--- config.mk ---
export PLATFORM = sky130hd
export DESIGN_NAME = synth_cal_regs
export DESIGN_NICKNAME = d
export VERILOG_FILES = /design/src/shared/synth_cal_pkg.sv /design/src/hw/pump_stepper.sv /design/src/hw/synth_cal_regs.sv
export SDC_FILE = /design/constraint.sdc
export NUM_CORES = 1
export LEC_CHECK = 0
export BUFFER_PORTS_ARGS = -buffer_cell sky130_fd_sc_hd__buf_2
export CAP_MARGIN = 30
export CORE_ASPECT_RATIO = 1.1
export CORE_MARGIN = 10
export CORE_UTILIZATION = 45
export DETAILED_ROUTE_END_ITERATION = 12
export GPL_TIMING_DRIVEN = 0
export PLACE_DENSITY_LB_ADDON = 0.15
export SLEW_MARGIN = 20
export SYNTH_ARGS = -nofsm -noshare
export SYNTH_HDL_FRONTEND = slang
export SYNTH_SLANG_ARGS = --single-unit
--- constraint.sdc ---
create_clock -name sys_clk -period 2.3 [get_ports sys_clk]
set_clock_uncertainty 0.1 [all_clocks]
set_input_delay 0.115 -clock sys_clk [delete_from_list [all_inputs] [get_ports sys_clk]]
set_output_delay 0.115 -clock sys_clk [all_outputs]
set_load 0.01 [all_outputs]
--- src/shared/synth_cal_pkg.sv ---
// constants and types shared by the synthesizer calibration register bank
package synth_cal_pkg;
    localparam int ADDR_W = 6;
    localparam int DATA_W = 16;
    localparam logic [ADDR_W-1:0] ADDR_CAL_CONTROL = 6'h28;
    localparam logic [ADDR_W-1:0] ADDR_CURRENT_CAL = 6'h29;
    localparam logic [ADDR_W-1:0] ADDR_PUMP_CTRL   = 6'h2A;
    localparam logic [ADDR_W-1:0] ADDR_FILTER_CAP  = 6'h2B;
    // synth_cal_control fields
    localparam int SKIP_TX_BIT  = 15;
    localparam int LONG_BIT     = 14;
    localparam int TARGET_LSB   = 10;
    localparam int TARGET_W     = 4;
    localparam int B_LSB        = 4;
    localparam int B_W          = 6;
    localparam int TUNE_SEL_BIT = 3;
    localparam int TUNE_LSB     = 0;
    localparam int TUNE_W       = 3;
    // synth_current_cal fields
    localparam int RATE_LSB     = 13;
    localparam int RATE_W       = 2;
    localparam int OSC_OE_BIT   = 12;
    localparam int A_LSB        = 6;
    localparam int A_W          = 6;
    localparam int RES_LSB      = 0;
    // charge_pump_control fields
    localparam int OFF_CAL_BIT  = 15;
    localparam int PUMP_OE_BIT  = 14;
    localparam int UP_BIT       = 13;
    localparam int DN_BIT       = 12;
    localparam int MASK_BIT     = 11;
    localparam int PHASE_DET_RESET_DELAY_BIT = 10;
    localparam int STEP_LSB     = 8;
    localparam int STEP_W       = 2;
    localparam int END_LSB      = 4;
    localparam int BEGIN_LSB    = 0;
    localparam int PUMP_W       = 4;
    // rx_filter_cap_cal fields
    localparam int CAP_OE_BIT   = 14;
    localparam int CAP_OV_LSB   = 7;
    localparam int CAP_W        = 7;
    localparam int CAP_RES_LSB  = 0;
    // reset values
    localparam logic [TARGET_W-1:0] TARGET_RST = 4'h4;
    localparam logic [TUNE_W-1:0]   TUNE_RST   = 3'h2;
    localparam logic [A_W-1:0]      A_RST      = 6'h18;
    localparam logic [A_W-1:0]      RES_RST    = 6'h20;
    localparam logic [STEP_W-1:0]   STEP_RST   = 2'h2;
    localparam logic [PUMP_W-1:0]   PUMP_RST   = 4'hD;
    // timing
    localparam int CLK_PERIOD_NS = 10;
    localparam int CAL_SHORT_US  = 37;
    localparam int CAL_LONG_US   = 57;
    localparam int CAL_SHORT_CYC = CAL_SHORT_US * 1000 / CLK_PERIOD_NS;
    localparam int CAL_LONG_CYC  = CAL_LONG_US * 1000 / CLK_PERIOD_NS;
    localparam int STEP0_NS      = 250;
    localparam int STEP1_NS      = 500;
    localparam int STEP2_NS      = 1000;
    localparam int STEP3_NS      = 4000;
    localparam int STEP0_CYC     = STEP0_NS / CLK_PERIOD_NS;
    localparam int STEP1_CYC     = STEP1_NS / CLK_PERIOD_NS;
    localparam int STEP2_CYC     = STEP2_NS / CLK_PERIOD_NS;
    localparam int STEP3_CYC     = STEP3_NS / CLK_PERIOD_NS;
    typedef enum logic {CAL_IDLE = 1'b0, CAL_RUN = 1'b1} cal_state_t;
endpackage

--- src/hw/pump_stepper.sv ---
// charge pump current step-down sequencer run after oscillator calibration
`timescale 1ns/1ps
module pump_stepper #(
    parameter int CUR_W = 4,
    parameter int CNT_W = 9
) (
    // clock and reset
    input  wire logic             sys_clk,
    input  wire logic             rst_n,
    // control
    input  wire logic             load,
    input  wire logic [CUR_W-1:0] begin_cur,
    input  wire logic [CUR_W-1:0] end_cur,
    input  wire logic [1:0]       step_sel,
    // result
    output logic      [CUR_W-1:0] current
);
    import synth_cal_pkg::*;

    typedef struct packed {
        logic [CUR_W-1:0] cur;
        logic             active;
        logic [CNT_W-1:0] cnt;
    } step_t;

    step_t st;
    step_t next_st;

    function automatic logic [CNT_W-1:0] reload(input logic [1:0] sel);
        case (sel)
            2'h0:    reload = CNT_W'(STEP0_CYC - 1);
            2'h1:    reload = CNT_W'(STEP1_CYC - 1);
            2'h2:    reload = CNT_W'(STEP2_CYC - 1);
            default: reload = CNT_W'(STEP3_CYC - 1);
        endcase
    endfunction

    always_comb begin
        next_st = st;
        if (load) begin
            next_st.cur    = begin_cur;
            // no stepping unless begin above end
            next_st.active = begin_cur > end_cur;
            next_st.cnt    = reload(step_sel);
        end else if (st.active) begin
            if (st.cnt == '0) begin
                next_st.cur = st.cur - 1'b1;
                next_st.cnt = reload(step_sel);
                // end value may be rewritten mid-sequence, so stop on reaching or passing it
                if (st.cur - 1'b1 <= end_cur) begin
                    next_st.active = 1'b0;
                end
            end else begin
                next_st.cnt = st.cnt - 1'b1;
            end
        end
    end

    always_ff @(posedge sys_clk or negedge rst_n) begin
        if (!rst_n) begin
            st <= '{cur: PUMP_RST, active: 1'b0, cnt: '0};
        end else begin
            st <= next_st;
        end
    end

    assign current = st.cur;

    chk_step_load: assert property (
        @(posedge sys_clk) disable iff (!rst_n)
        load |=> current == $past(begin_cur))
        else $error("pump current not loaded from begin value");

    chk_step_size: assert property (
        @(posedge sys_clk) disable iff (!rst_n)
        (!load && !$past(load) && $changed(current)) |-> current == $past(current) - 1'b1)
        else $error("pump current stepped by other than one code");
endmodule

--- src/hw/synth_cal_regs.sv ---
// synthesizer and receive filter calibration test register bank
`timescale 1ns/1ps
module synth_cal_regs #(
    parameter int CAL_SHORT_CYCLES = synth_cal_pkg::CAL_SHORT_CYC,
    parameter int CAL_LONG_CYCLES  = synth_cal_pkg::CAL_LONG_CYC,
    parameter int CAL_CNT_W        = 13
) (
    // clock and reset
    input  wire logic                                sys_clk,
    input  wire logic                                rst_n,
    // register port from the serial configuration logic
    input  wire logic [synth_cal_pkg::ADDR_W-1:0]    reg_addr,
    input  wire logic                                reg_wr,
    input  wire logic [synth_cal_pkg::DATA_W-1:0]    reg_wdata,
    output logic      [synth_cal_pkg::DATA_W-1:0]    reg_rdata,
    // radio state events
    input  wire logic                                rx_entry,
    input  wire logic                                tx_entry,
    input  wire logic                                cal_transmit_strobe,
    input  wire logic                                tune_node_test_input,
    // calibration results from the analog section
    input  wire logic [synth_cal_pkg::A_W-1:0]       osc_current_cal_code,
    input  wire logic                                filter_cap_cal_valid,
    input  wire logic [synth_cal_pkg::CAP_W-1:0]     filter_cap_cal_code,
    // phase detector pulses
    input  wire logic                                pd_up,
    input  wire logic                                pd_down,
    // oscillator calibration control
    output logic                                     osc_cal_start,
    output logic                                     osc_cal_busy,
    output logic                                     osc_cal_done,
    output logic                                     long_freq_measure,
    output logic      [synth_cal_pkg::TARGET_W-1:0]  osc_current_target,
    output logic      [synth_cal_pkg::B_W-1:0]       osc_current_b_value,
    output logic      [synth_cal_pkg::RATE_W-1:0]    osc_current_cal_rate,
    output logic      [synth_cal_pkg::A_W-1:0]       osc_current_a_drive,
    // tuning node
    output logic                                     tune_from_dac,
    output logic      [synth_cal_pkg::TUNE_W-1:0]    tune_dac_value,
    // charge pump and phase detector
    output logic                                     pump_up,
    output logic                                     pump_down,
    output logic                                     phase_det_reset_delay,
    output logic      [synth_cal_pkg::PUMP_W-1:0]    pump_current,
    // receive filter
    output logic      [synth_cal_pkg::CAP_W-1:0]     rx_filter_cap
);
    import synth_cal_pkg::*;

    typedef struct packed {
        logic                 skip_tx;
        logic                 long_meas;
        logic [TARGET_W-1:0]  target;
        logic [B_W-1:0]       b_value;
        logic                 tune_sel;
        logic [TUNE_W-1:0]    tune_val;
        logic [RATE_W-1:0]    rate;
        logic                 osc_oe;
        logic [A_W-1:0]       a_value;
        logic [A_W-1:0]       osc_res;
        logic                 pump_off_cal;
        logic                 pump_oe;
        logic                 force_up;
        logic                 force_dn;
        logic                 mask;
        logic                 pd_long;
        logic [STEP_W-1:0]    step_sel;
        logic [PUMP_W-1:0]    end_cur;
        logic [PUMP_W-1:0]    begin_cur;
        logic                 cap_oe;
        logic [CAP_W-1:0]     cap_ov;
        logic [CAP_W-1:0]     cap_res;
        cal_state_t           cal;
        logic                 cal_long;
        logic [CAL_CNT_W-1:0] cal_cnt;
        logic [DATA_W-1:0]    rdata;
        logic                 cal_start;
        logic                 cal_busy;
        logic                 cal_done;
        logic [A_W-1:0]       a_drive;
        logic                 from_dac;
        logic                 up;
        logic                 dn;
        logic [PUMP_W-1:0]    pump_cur;
        logic [CAP_W-1:0]     cap_drive;
    } state_t;

    state_t             st;
    state_t             next_st;
    logic [PUMP_W-1:0]  step_cur;
    logic               trigger;
    logic               cal_hold;
    logic [CAL_CNT_W-1:0] h_len;

    // reserved bits read as zero
    function automatic logic [DATA_W-1:0] read_word(input state_t s,
                                                    input logic [ADDR_W-1:0] a);
        logic [DATA_W-1:0] w;
        w = '0;
        case (a)
            ADDR_CAL_CONTROL: begin
                w[SKIP_TX_BIT]                = s.skip_tx;
                w[LONG_BIT]                   = s.long_meas;
                w[TARGET_LSB +: TARGET_W]     = s.target;
                w[B_LSB +: B_W]               = s.b_value;
                w[TUNE_SEL_BIT]               = s.tune_sel;
                w[TUNE_LSB +: TUNE_W]         = s.tune_val;
            end
            ADDR_CURRENT_CAL: begin
                w[RATE_LSB +: RATE_W]         = s.rate;
                w[OSC_OE_BIT]                 = s.osc_oe;
                w[A_LSB +: A_W]               = s.a_value;
                w[RES_LSB +: A_W]             = s.osc_res;
            end
            ADDR_PUMP_CTRL: begin
                w[OFF_CAL_BIT]                = s.pump_off_cal;
                w[PUMP_OE_BIT]                = s.pump_oe;
                w[UP_BIT]                     = s.force_up;
                w[DN_BIT]                     = s.force_dn;
                w[MASK_BIT]                   = s.mask;
                w[PHASE_DET_RESET_DELAY_BIT]               = s.pd_long;
                w[STEP_LSB +: STEP_W]         = s.step_sel;
                w[END_LSB +: PUMP_W]          = s.end_cur;
                w[BEGIN_LSB +: PUMP_W]        = s.begin_cur;
            end
            ADDR_FILTER_CAP: begin
                w[CAP_OE_BIT]                 = s.cap_oe;
                w[CAP_OV_LSB +: CAP_W]        = s.cap_ov;
                w[CAP_RES_LSB +: CAP_W]       = s.cap_res;
            end
            default: w = '0;
        endcase
        return w;
    endfunction

    pump_stepper #(
        .CUR_W (PUMP_W),
        .CNT_W (9)
    ) u_stepper (
        .sys_clk   (sys_clk),
        .rst_n     (rst_n),
        .load      (st.cal_done),
        .begin_cur (st.begin_cur),
        .end_cur   (st.end_cur),
        .step_sel  (st.step_sel),
        .current   (step_cur)
    );

    assign trigger = rx_entry | cal_transmit_strobe | (tx_entry & ~st.skip_tx);
    assign cal_hold = st.pump_off_cal & st.cal_busy;

    always_comb begin
        next_st           = st;
        next_st.cal_start = 1'b0;
        next_st.cal_done  = 1'b0;
        next_st.rdata     = read_word(st, reg_addr);

        // result fields have no write path; reserved bits dropped
        if (reg_wr) begin
            case (reg_addr)
                ADDR_CAL_CONTROL: begin
                    next_st.skip_tx   = reg_wdata[SKIP_TX_BIT];
                    next_st.long_meas = reg_wdata[LONG_BIT];
                    next_st.target    = reg_wdata[TARGET_LSB +: TARGET_W];
                    next_st.b_value   = reg_wdata[B_LSB +: B_W];
                    next_st.tune_sel  = reg_wdata[TUNE_SEL_BIT];
                    next_st.tune_val  = reg_wdata[TUNE_LSB +: TUNE_W];
                end
                ADDR_CURRENT_CAL: begin
                    next_st.rate      = reg_wdata[RATE_LSB +: RATE_W];
                    next_st.osc_oe    = reg_wdata[OSC_OE_BIT];
                    next_st.a_value   = reg_wdata[A_LSB +: A_W];
                end
                ADDR_PUMP_CTRL: begin
                    next_st.pump_off_cal = reg_wdata[OFF_CAL_BIT];
                    next_st.pump_oe      = reg_wdata[PUMP_OE_BIT];
                    next_st.force_up     = reg_wdata[UP_BIT];
                    next_st.force_dn     = reg_wdata[DN_BIT];
                    next_st.mask         = reg_wdata[MASK_BIT];
                    next_st.pd_long      = reg_wdata[PHASE_DET_RESET_DELAY_BIT];
                    next_st.step_sel     = reg_wdata[STEP_LSB +: STEP_W];
                    next_st.end_cur      = reg_wdata[END_LSB +: PUMP_W];
                    next_st.begin_cur    = reg_wdata[BEGIN_LSB +: PUMP_W];
                end
                ADDR_FILTER_CAP: begin
                    next_st.cap_oe    = reg_wdata[CAP_OE_BIT];
                    next_st.cap_ov    = reg_wdata[CAP_OV_LSB +: CAP_W];
                end
                default: begin
                    next_st.cap_oe    = st.cap_oe;
                end
            endcase
        end

        if (filter_cap_cal_valid) begin
            next_st.cap_res = filter_cap_cal_code;
        end

        case (st.cal)
            CAL_IDLE: begin
                // triggers during a running calibration are absorbed, not queued
                if (trigger) begin
                    next_st.cal       = CAL_RUN;
                    next_st.cal_start = 1'b1;
                    next_st.cal_busy  = 1'b1;
                    next_st.cal_long  = st.long_meas;
                    next_st.cal_cnt   = st.long_meas ? CAL_CNT_W'(CAL_LONG_CYCLES - 1)
                                                     : CAL_CNT_W'(CAL_SHORT_CYCLES - 1);
                end
            end
            CAL_RUN: begin
                if (st.cal_cnt == '0) begin
                    next_st.cal      = CAL_IDLE;
                    next_st.cal_busy = 1'b0;
                    next_st.cal_done = 1'b1;
                    next_st.osc_res  = osc_current_cal_code;
                end else begin
                    next_st.cal_cnt  = st.cal_cnt - 1'b1;
                end
            end
            default: begin
                next_st.cal      = CAL_IDLE;
                next_st.cal_busy = 1'b0;
            end
        endcase

        next_st.a_drive   = st.osc_oe ? st.a_value : st.osc_res;
        next_st.from_dac  = st.tune_sel & ~tune_node_test_input;
        // force beats mask; hold tracks next busy, so the first busy cycle is quiet
        next_st.up        = ~(next_st.pump_off_cal & next_st.cal_busy)
                            & (st.force_up | (pd_up & ~st.mask));
        next_st.dn        = ~(next_st.pump_off_cal & next_st.cal_busy)
                            & (st.force_dn | (pd_down & ~st.mask));
        next_st.pump_cur  = st.pump_oe ? st.begin_cur : step_cur;
        next_st.cap_drive = st.cap_oe ? st.cap_ov : st.cap_res;
    end

    always_ff @(posedge sys_clk or negedge rst_n) begin
        if (!rst_n) begin
            st              <= '0;
            st.long_meas    <= 1'b1;
            st.target       <= TARGET_RST;
            st.tune_val     <= TUNE_RST;
            st.a_value      <= A_RST;
            st.osc_res      <= RES_RST;
            st.pump_off_cal <= 1'b1;
            st.step_sel     <= STEP_RST;
            st.end_cur      <= PUMP_RST;
            st.begin_cur    <= PUMP_RST;
            st.cal          <= CAL_IDLE;
            st.a_drive      <= RES_RST;
            st.pump_cur     <= PUMP_RST;
        end else begin
            st <= next_st;
        end
    end

    assign long_freq_measure     = st.long_meas;
    assign osc_current_target    = st.target;
    assign osc_current_b_value   = st.b_value;
    assign osc_current_cal_rate  = st.rate;
    assign phase_det_reset_delay = st.pd_long;
    assign tune_dac_value        = st.tune_val;
    assign reg_rdata             = st.rdata;
    assign osc_cal_start         = st.cal_start;
    assign osc_cal_busy          = st.cal_busy;
    assign osc_cal_done          = st.cal_done;
    assign osc_current_a_drive   = st.a_drive;
    assign tune_from_dac         = st.from_dac;
    assign pump_up               = st.up;
    assign pump_down             = st.dn;
    assign pump_current          = st.pump_cur;
    assign rx_filter_cap         = st.cap_drive;

    always_ff @(posedge sys_clk or negedge rst_n) begin
        if (!rst_n) begin
            h_len <= '0;
        end else begin
            h_len <= st.cal_busy ? h_len + 1'b1 : '0;
        end
    end

    chk_tx_skip: assert property (
        @(posedge sys_clk) disable iff (!rst_n)
        (st.cal == CAL_IDLE && tx_entry && !rx_entry && !cal_transmit_strobe)
        |=> osc_cal_start == !$past(st.skip_tx))
        else $error("transmit entry calibration wrong for skip setting");

    chk_cal_length: assert property (
        @(posedge sys_clk) disable iff (!rst_n)
        $fell(osc_cal_busy) |-> h_len == CAL_CNT_W'(st.cal_long ? CAL_LONG_CYCLES
                                                               : CAL_SHORT_CYCLES))
        else $error("calibration duration wrong");

    chk_result_latch: assert property (
        @(posedge sys_clk) disable iff (!rst_n)
        $rose(osc_cal_done) |-> st.osc_res == $past(osc_current_cal_code))
        else $error("current result not captured at calibration end");

    chk_osc_override: assert property (
        @(posedge sys_clk) disable iff (!rst_n)
        (st.osc_oe && $stable(st.a_value)) |=> osc_current_a_drive == $past(st.a_value))
        else $error("current override value not applied");

    chk_pump_cal_off: assert property (
        @(posedge sys_clk) disable iff (!rst_n)
        (osc_cal_busy && st.pump_off_cal) |-> (!pump_up && !pump_down))
        else $error("charge pump active during calibration");

    chk_pump_mask: assert property (
        @(posedge sys_clk) disable iff (!rst_n)
        (st.mask && !st.force_up && !st.force_dn) |=> (!pump_up && !pump_down))
        else $error("masked pump passed detector pulse");

    chk_force_up: assert property (
        @(posedge sys_clk) disable iff (!rst_n)
        (st.force_up && !cal_hold) [*2] |-> pump_up)
        else $error("forced up current not output");

    chk_tune_source: assert property (
        @(posedge sys_clk) disable iff (!rst_n)
        (tune_node_test_input || !st.tune_sel) |=> !tune_from_dac)
        else $error("tune dac selected while closed loop or test input");

    chk_filter_override: assert property (
        @(posedge sys_clk) disable iff (!rst_n)
        (!st.cap_oe && $stable(st.cap_res)) |=> rx_filter_cap == $past(st.cap_res))
        else $error("filter override applied while disabled");
endmodule

### Yosys cells after proc, flatten, opt, wreduce, memory -nomap -nowiden

Cells that the tools add are included.

* bits of input ports: 45
* output and inout port bits: 56
* register bits: 130
* logic and storage cells: 106

* magnitude comparators: 2
* eq/ne operators: 8
* reductions and logical operators: 13
* bitwise logic cells: 16
* mux-type cells: 26
* $add $sub $neg: 3

Operators by type and width (count)
* one-hot mux 15 bit (4 select lines): 1
* 2-to-1 mux 14 bit: 2
* one-hot mux 9 bit (3 select lines): 1
* 2-to-1 mux 13 bit: 2
* one-hot mux 13 bit (2 select lines): 1
* equality test 6 bit (second input constant): 4
* 2-to-1 mux 24 bit: 1
* 2-to-1 mux 16 bit: 1
* AND reduction 2 bit: 8
* 2-to-1 mux 15 bit: 1
* 2-to-1 mux 7 bit: 2
* logical NOT 13 bit: 1
* subtractor 13 x 1 -> 13 bit (second input constant): 1
* logical NOT 9 bit: 1
* 2-to-1 mux 9 bit: 1
* subtractor 9 x 1 -> 9 bit (second input constant): 1
* bitwise AND 1 bit: 7
* 2-to-1 mux 6 bit: 1
* one-hot mux 1 bit (2 select lines): 3
* 2-to-1 mux 1 bit: 5
* 2-to-1 mux 5 bit: 1
* NOT 1 bit: 5
* greater-than comparator 4 bit: 1
* less-or-equal comparator 4 bit: 1
* 9 further kinds: 15

### Depth between registers and ports, before layout

* depth in word-level cells: 8
* depth in mapped cells: 9

### By module

Synthesis repeated with hierarchy kept, for this count alone.

* cell total of the unflattened synthesis: 535
* area, all modules: 6372.4 um^2

Modules (own cells, without submodules)
* synth_cal_regs: area each 5123.7 um^2, times used 1, cells an instance 392, sequential area each 2900.3 um^2
* pump_stepper: area each 1248.7 um^2, times used 1, cells an instance 143, sequential area each 354.1 um^2

### Least setup slack after synthesis

OpenSTA, ideal clock, no wires.

* path type: register -> register
* from: register u_stepper.st, in the netlist u_stepper.current[0]
* to: register u_stepper.st[9] (netlist bit)
* cell stages (with the launch flop): 10
* arrival: 1.903 ns
* setup time: 0.122 ns
* path slack: 0.175 ns
* path buffers: 0
* cell sequence: dfstp_2 -> inv_1 -> ha_1 -> inv_1 -> ha_1 -> nor2b_1 -> o21a_1 -> nor3_1 -> o21ai_0 -> a32o_1

RTL lines
* start, declared: RTL line pump_stepper.sv:26 `step_t st;`
* start signal, assigned: RTL line pump_stepper.sv:61 `st <= '{cur: PUMP_RST, active: 1'b0, cnt: '0};`
* start signal, assigned: RTL line pump_stepper.sv:63 `st <= next_st;`

==> flow_summary.ini <==
[setup_path]
end_kind = flop
critPathKind = reg2reg
crit_fanout = 3
cp_data_arrival_time_ns = 2.38
worstSetupStartpointType = flop
worstReg2RegEnd = u_stepper.st[9]
reg2reg_from = u_stepper.current[0]
crit_slowest_cell = dfstp_2
r2r_slack_ns = 0.12
critical_path.cell_chain = inv_2 > ha_4 > inv_1 > ha_1 > nor2b_1 > o21a_1 > nor3_2 > o21ai_1 > a32o_2
critical_path_required_ns = 2.50
cpPeakStageDelay_ns = 0.55
worstRegToRegCells = 9

[floorplan]
rows = 44
pin_count = 101
initial_core_util_pct = 46.3
dieWidth_um = 132
core_um2 = 13300
die_h_um = 143
die-area_um2 = 18800

[sta]
fin_crit_sh_pct = 94.6
maxSlewViolCount = 0
grt_setup_unrepaired = yes
setup_viol = 0
hold_slack_ns = 0.0603
hold_viol = 0
max_freq_mhz = 459
fin_crit_ns = 2.18
worst_pin_slew_ns = 0.549
relSlewSlack_pct = 63.2

[final_layout]
ff_latch_area_um2 = 3250
drive_gt1_share_pct = 41.3
synthToLayoutAreaGrowth_pct = 27.6
nets = 734
final_cell_mix = 108 x dfrtp_1, 101 x buf_2, 70 x mux2_2, 49 x buf_4, 33 x dlygate4sd3_1
fill_cells = 1150
final_common_cell = dfrtp_1
post-route-util_pct = 59.1
multi_input_area_um2 = 2410

[routing]
wl_per_cell_um = 18.0
drc = 0
via_per_inst = 5.16
dr.pass1.iters = 5
wirelength_um = 15700
drt_iter0_drc = 328
ant_nets = 0
num_vias = 4487

[pwr]
total_power_uw = 6540
ir_worst_vdd_mv = 0.459
power_density_nw_per_um2 = 830
leakage_uw = 0.00384

[place]
dp_hpwl_um = 11500
gp_congestion = 0.855
io_buffers = 99

[global_routing]
use_met3_pct = 3.96
overflow = 0
met2_usage_pct = 27.1
busiest_layer = met2
grt_pass1_wl_um = 25400
grt_pass1_vias = 4755
grt_antenna_before_repair = 1
grt_max_degree = 94
grtUsageTotal_pct = 17.0
use_met1_pct = 21.9

[cts]
cts_buffers = 17
h-tree-depth = 4
clk_path_buf_depth = 2
clkLatencyLatePin_ns = 0.42
path_clk_slew_ns = 0.05
cts_tree = built
postCtsSetupBuffers = 0
cts_root_buf = clkbuf_16
cts.sinks = 129

[synthesis]
synth.area.top_cells = dfrtp_1 44%, mux2_2 13%, dfstp_2 8.9%, buf_4 6.0%, ha_1 3.4%
ys_types = 55
ys_ff_latch = 129
ys.flop_type = dfrtp_1
yosys_warnings = 0
synth_edf_count = 0
async_reset_ff_share_pct = 100
post-synth-top-area-fraction_pct = 43.8
synthCells = 520
yosysSeqAreaShare_pct = 52.7
syn_nets = 582
syn_area_per_cell_um2 = 11.9
post-synth-top-area-cell = dfrtp_1
syn_area_um2 = 6170

[worst_hold_path]
hp-class = in2async

[run_status]
outcome = completed

[job]
maxCapViolCount = 0
-- sequential cells by signal (all words and copies together) (netlist names) --
register	count
rx_filter_cap	7
osc_current_cal_rate	2
pump_down	1
osc_current_b_value	6
reg_rdata	16
phase_det_reset_delay	1
pump_up	1
osc_current_a_drive	6
osc_cal_done	1
u_stepper.current	4
st	59
tune_dac_value	3
osc_current_target	4
u_stepper.st	10
tune_from_dac	1
long_freq_measure	1
pump_current	4
osc_cal_busy	1
osc_cal_start	1
-- Yosys cell counts (2+ instances only) --
master	count
dfrtp_1	108
dfstp_2	21
o21ai_0	25
inv_1	21
nor2b_1	6
a21oi_1	15
buf_2	3
or2_2	2
a31oi_1	2
nand3_1	6
nand4_1	3
nor3b_1	2
and3_1	4
a211oi_1	2
a221o_1	17
xnor2_1	6
nand2b_1	3
mux2_2	70
clkbuf_1	18
nand2_1	29
nor2_1	16
o21a_1	6
and2_1	2
a22o_1	17
nor3_1	14
xor2_1	4
or3_1	4
nor4_1	2
ha_1	17
buf_4	49
a22oi_1	2
-- critical path, delay by kind of cell (launching register included) --
family / cells / cell delay (ns)
flops: 1 / 0.55
buf+inv: 2 / 0.11
simple gates: 2 / 0.23
compound gates: 3 / 0.53
fa+ha+maj: 2 / 0.54
-- how the worst max path moves through the flow --
| stage | to | depth (start not counted) | slack (ns) | from |
|---|---|---|---|---|
| after floorplan | u_stepper.st[9] | 9 | 0.18 | u_stepper.current[0] |
| after global placement | st[57] | 1 | -0.70 | rst_n |
| after detailed placement | st[70] | 8 | -0.03 | reg_addr[4] |
| after CTS | u_stepper.st[9] | 9 | 0.003 | u_stepper.current[0] |
| after global routing | u_stepper.st[9] | 9 | -0.01 | u_stepper.current[0] |
| final | u_stepper.st[9] | 9 | 0.12 | u_stepper.current[0] |
-- cell families (layout without fill, tap and decap cells) --
logic type / after synthesis / count (layout) / share of synthesized area (%)
buffers and inverters: 91 / 256 / 8.57
multiplexers: 71 / 71 / 12.9
XOR/XNOR: 10 / 10 / 1.42
flip-flops: 129 / 129 / 52.7
adder cells (fa/ha/maj): 17 / 17 / 3.45
AO/OA/AOI/OAI: 99 / 99 / 11.9
other: 0 / 1 / 0
AND/OR/NAND/NOR: 103 / 103 / 8.98
-- routing by layer --
layer,share of wire [%],vias to the layer above
met5,0,-
met4,2.4,0
met3,3.8,30
met2,48,116
met1,46,2215
li1,-,2126
-- stage by stage --
stage / area (µm²) / setup slack [ns] / std cells / TNS, ns
2_1_floorplan: 6170 / 0.175 / 520 / 0
3_3_place_gp: 6900 / -0.701 / 803 / -74.40
3_5_place_dp: 6940 / -0.0300 / 804 / -0.109
4_1_cts: 7850 / 0.00308 / 869 / 0
5_1_grt: 7870 / -0.00989 / 870 / -0.00989
6_report: 7870 / 0.123 / 870 / 0
-- power breakdown --
| group | leakage (µW) | switching (µW) | internal [µW] | total (µW) |
|---|---|---|---|---|
| sequential | 0.00160 | 227 | 2580 | 2810 |
| clock | 0.000282 | 945 | 1710 | 2650 |
| combinational | 0.00196 | 515 | 558 | 1070 |
-- timing repair --
| item | CTS | global route |
|---|---|---|
| hold buffers | 33 | 0 |
| hold endpoints to repair | 181 | 0 |
| setup endpoints to repair | 1 | 9 |
| gates resized for setup | 1 | 7 |
-- area by class of cell --
cell class | count | share of cell area (%)
multi-input combinational | 300 | 30.6
timing repair buffer | 133 | 11.0
inverter | 21 | 1.00
antenna | 1 | 0.0318
clock buffer | 27 | 6.39
tap | 184 | 2.92
buffer | 70 | 5.74
clock inverter | 5 | 0.985
sequential | 129 | 41.3
Power figures use the tool's default switching activity.
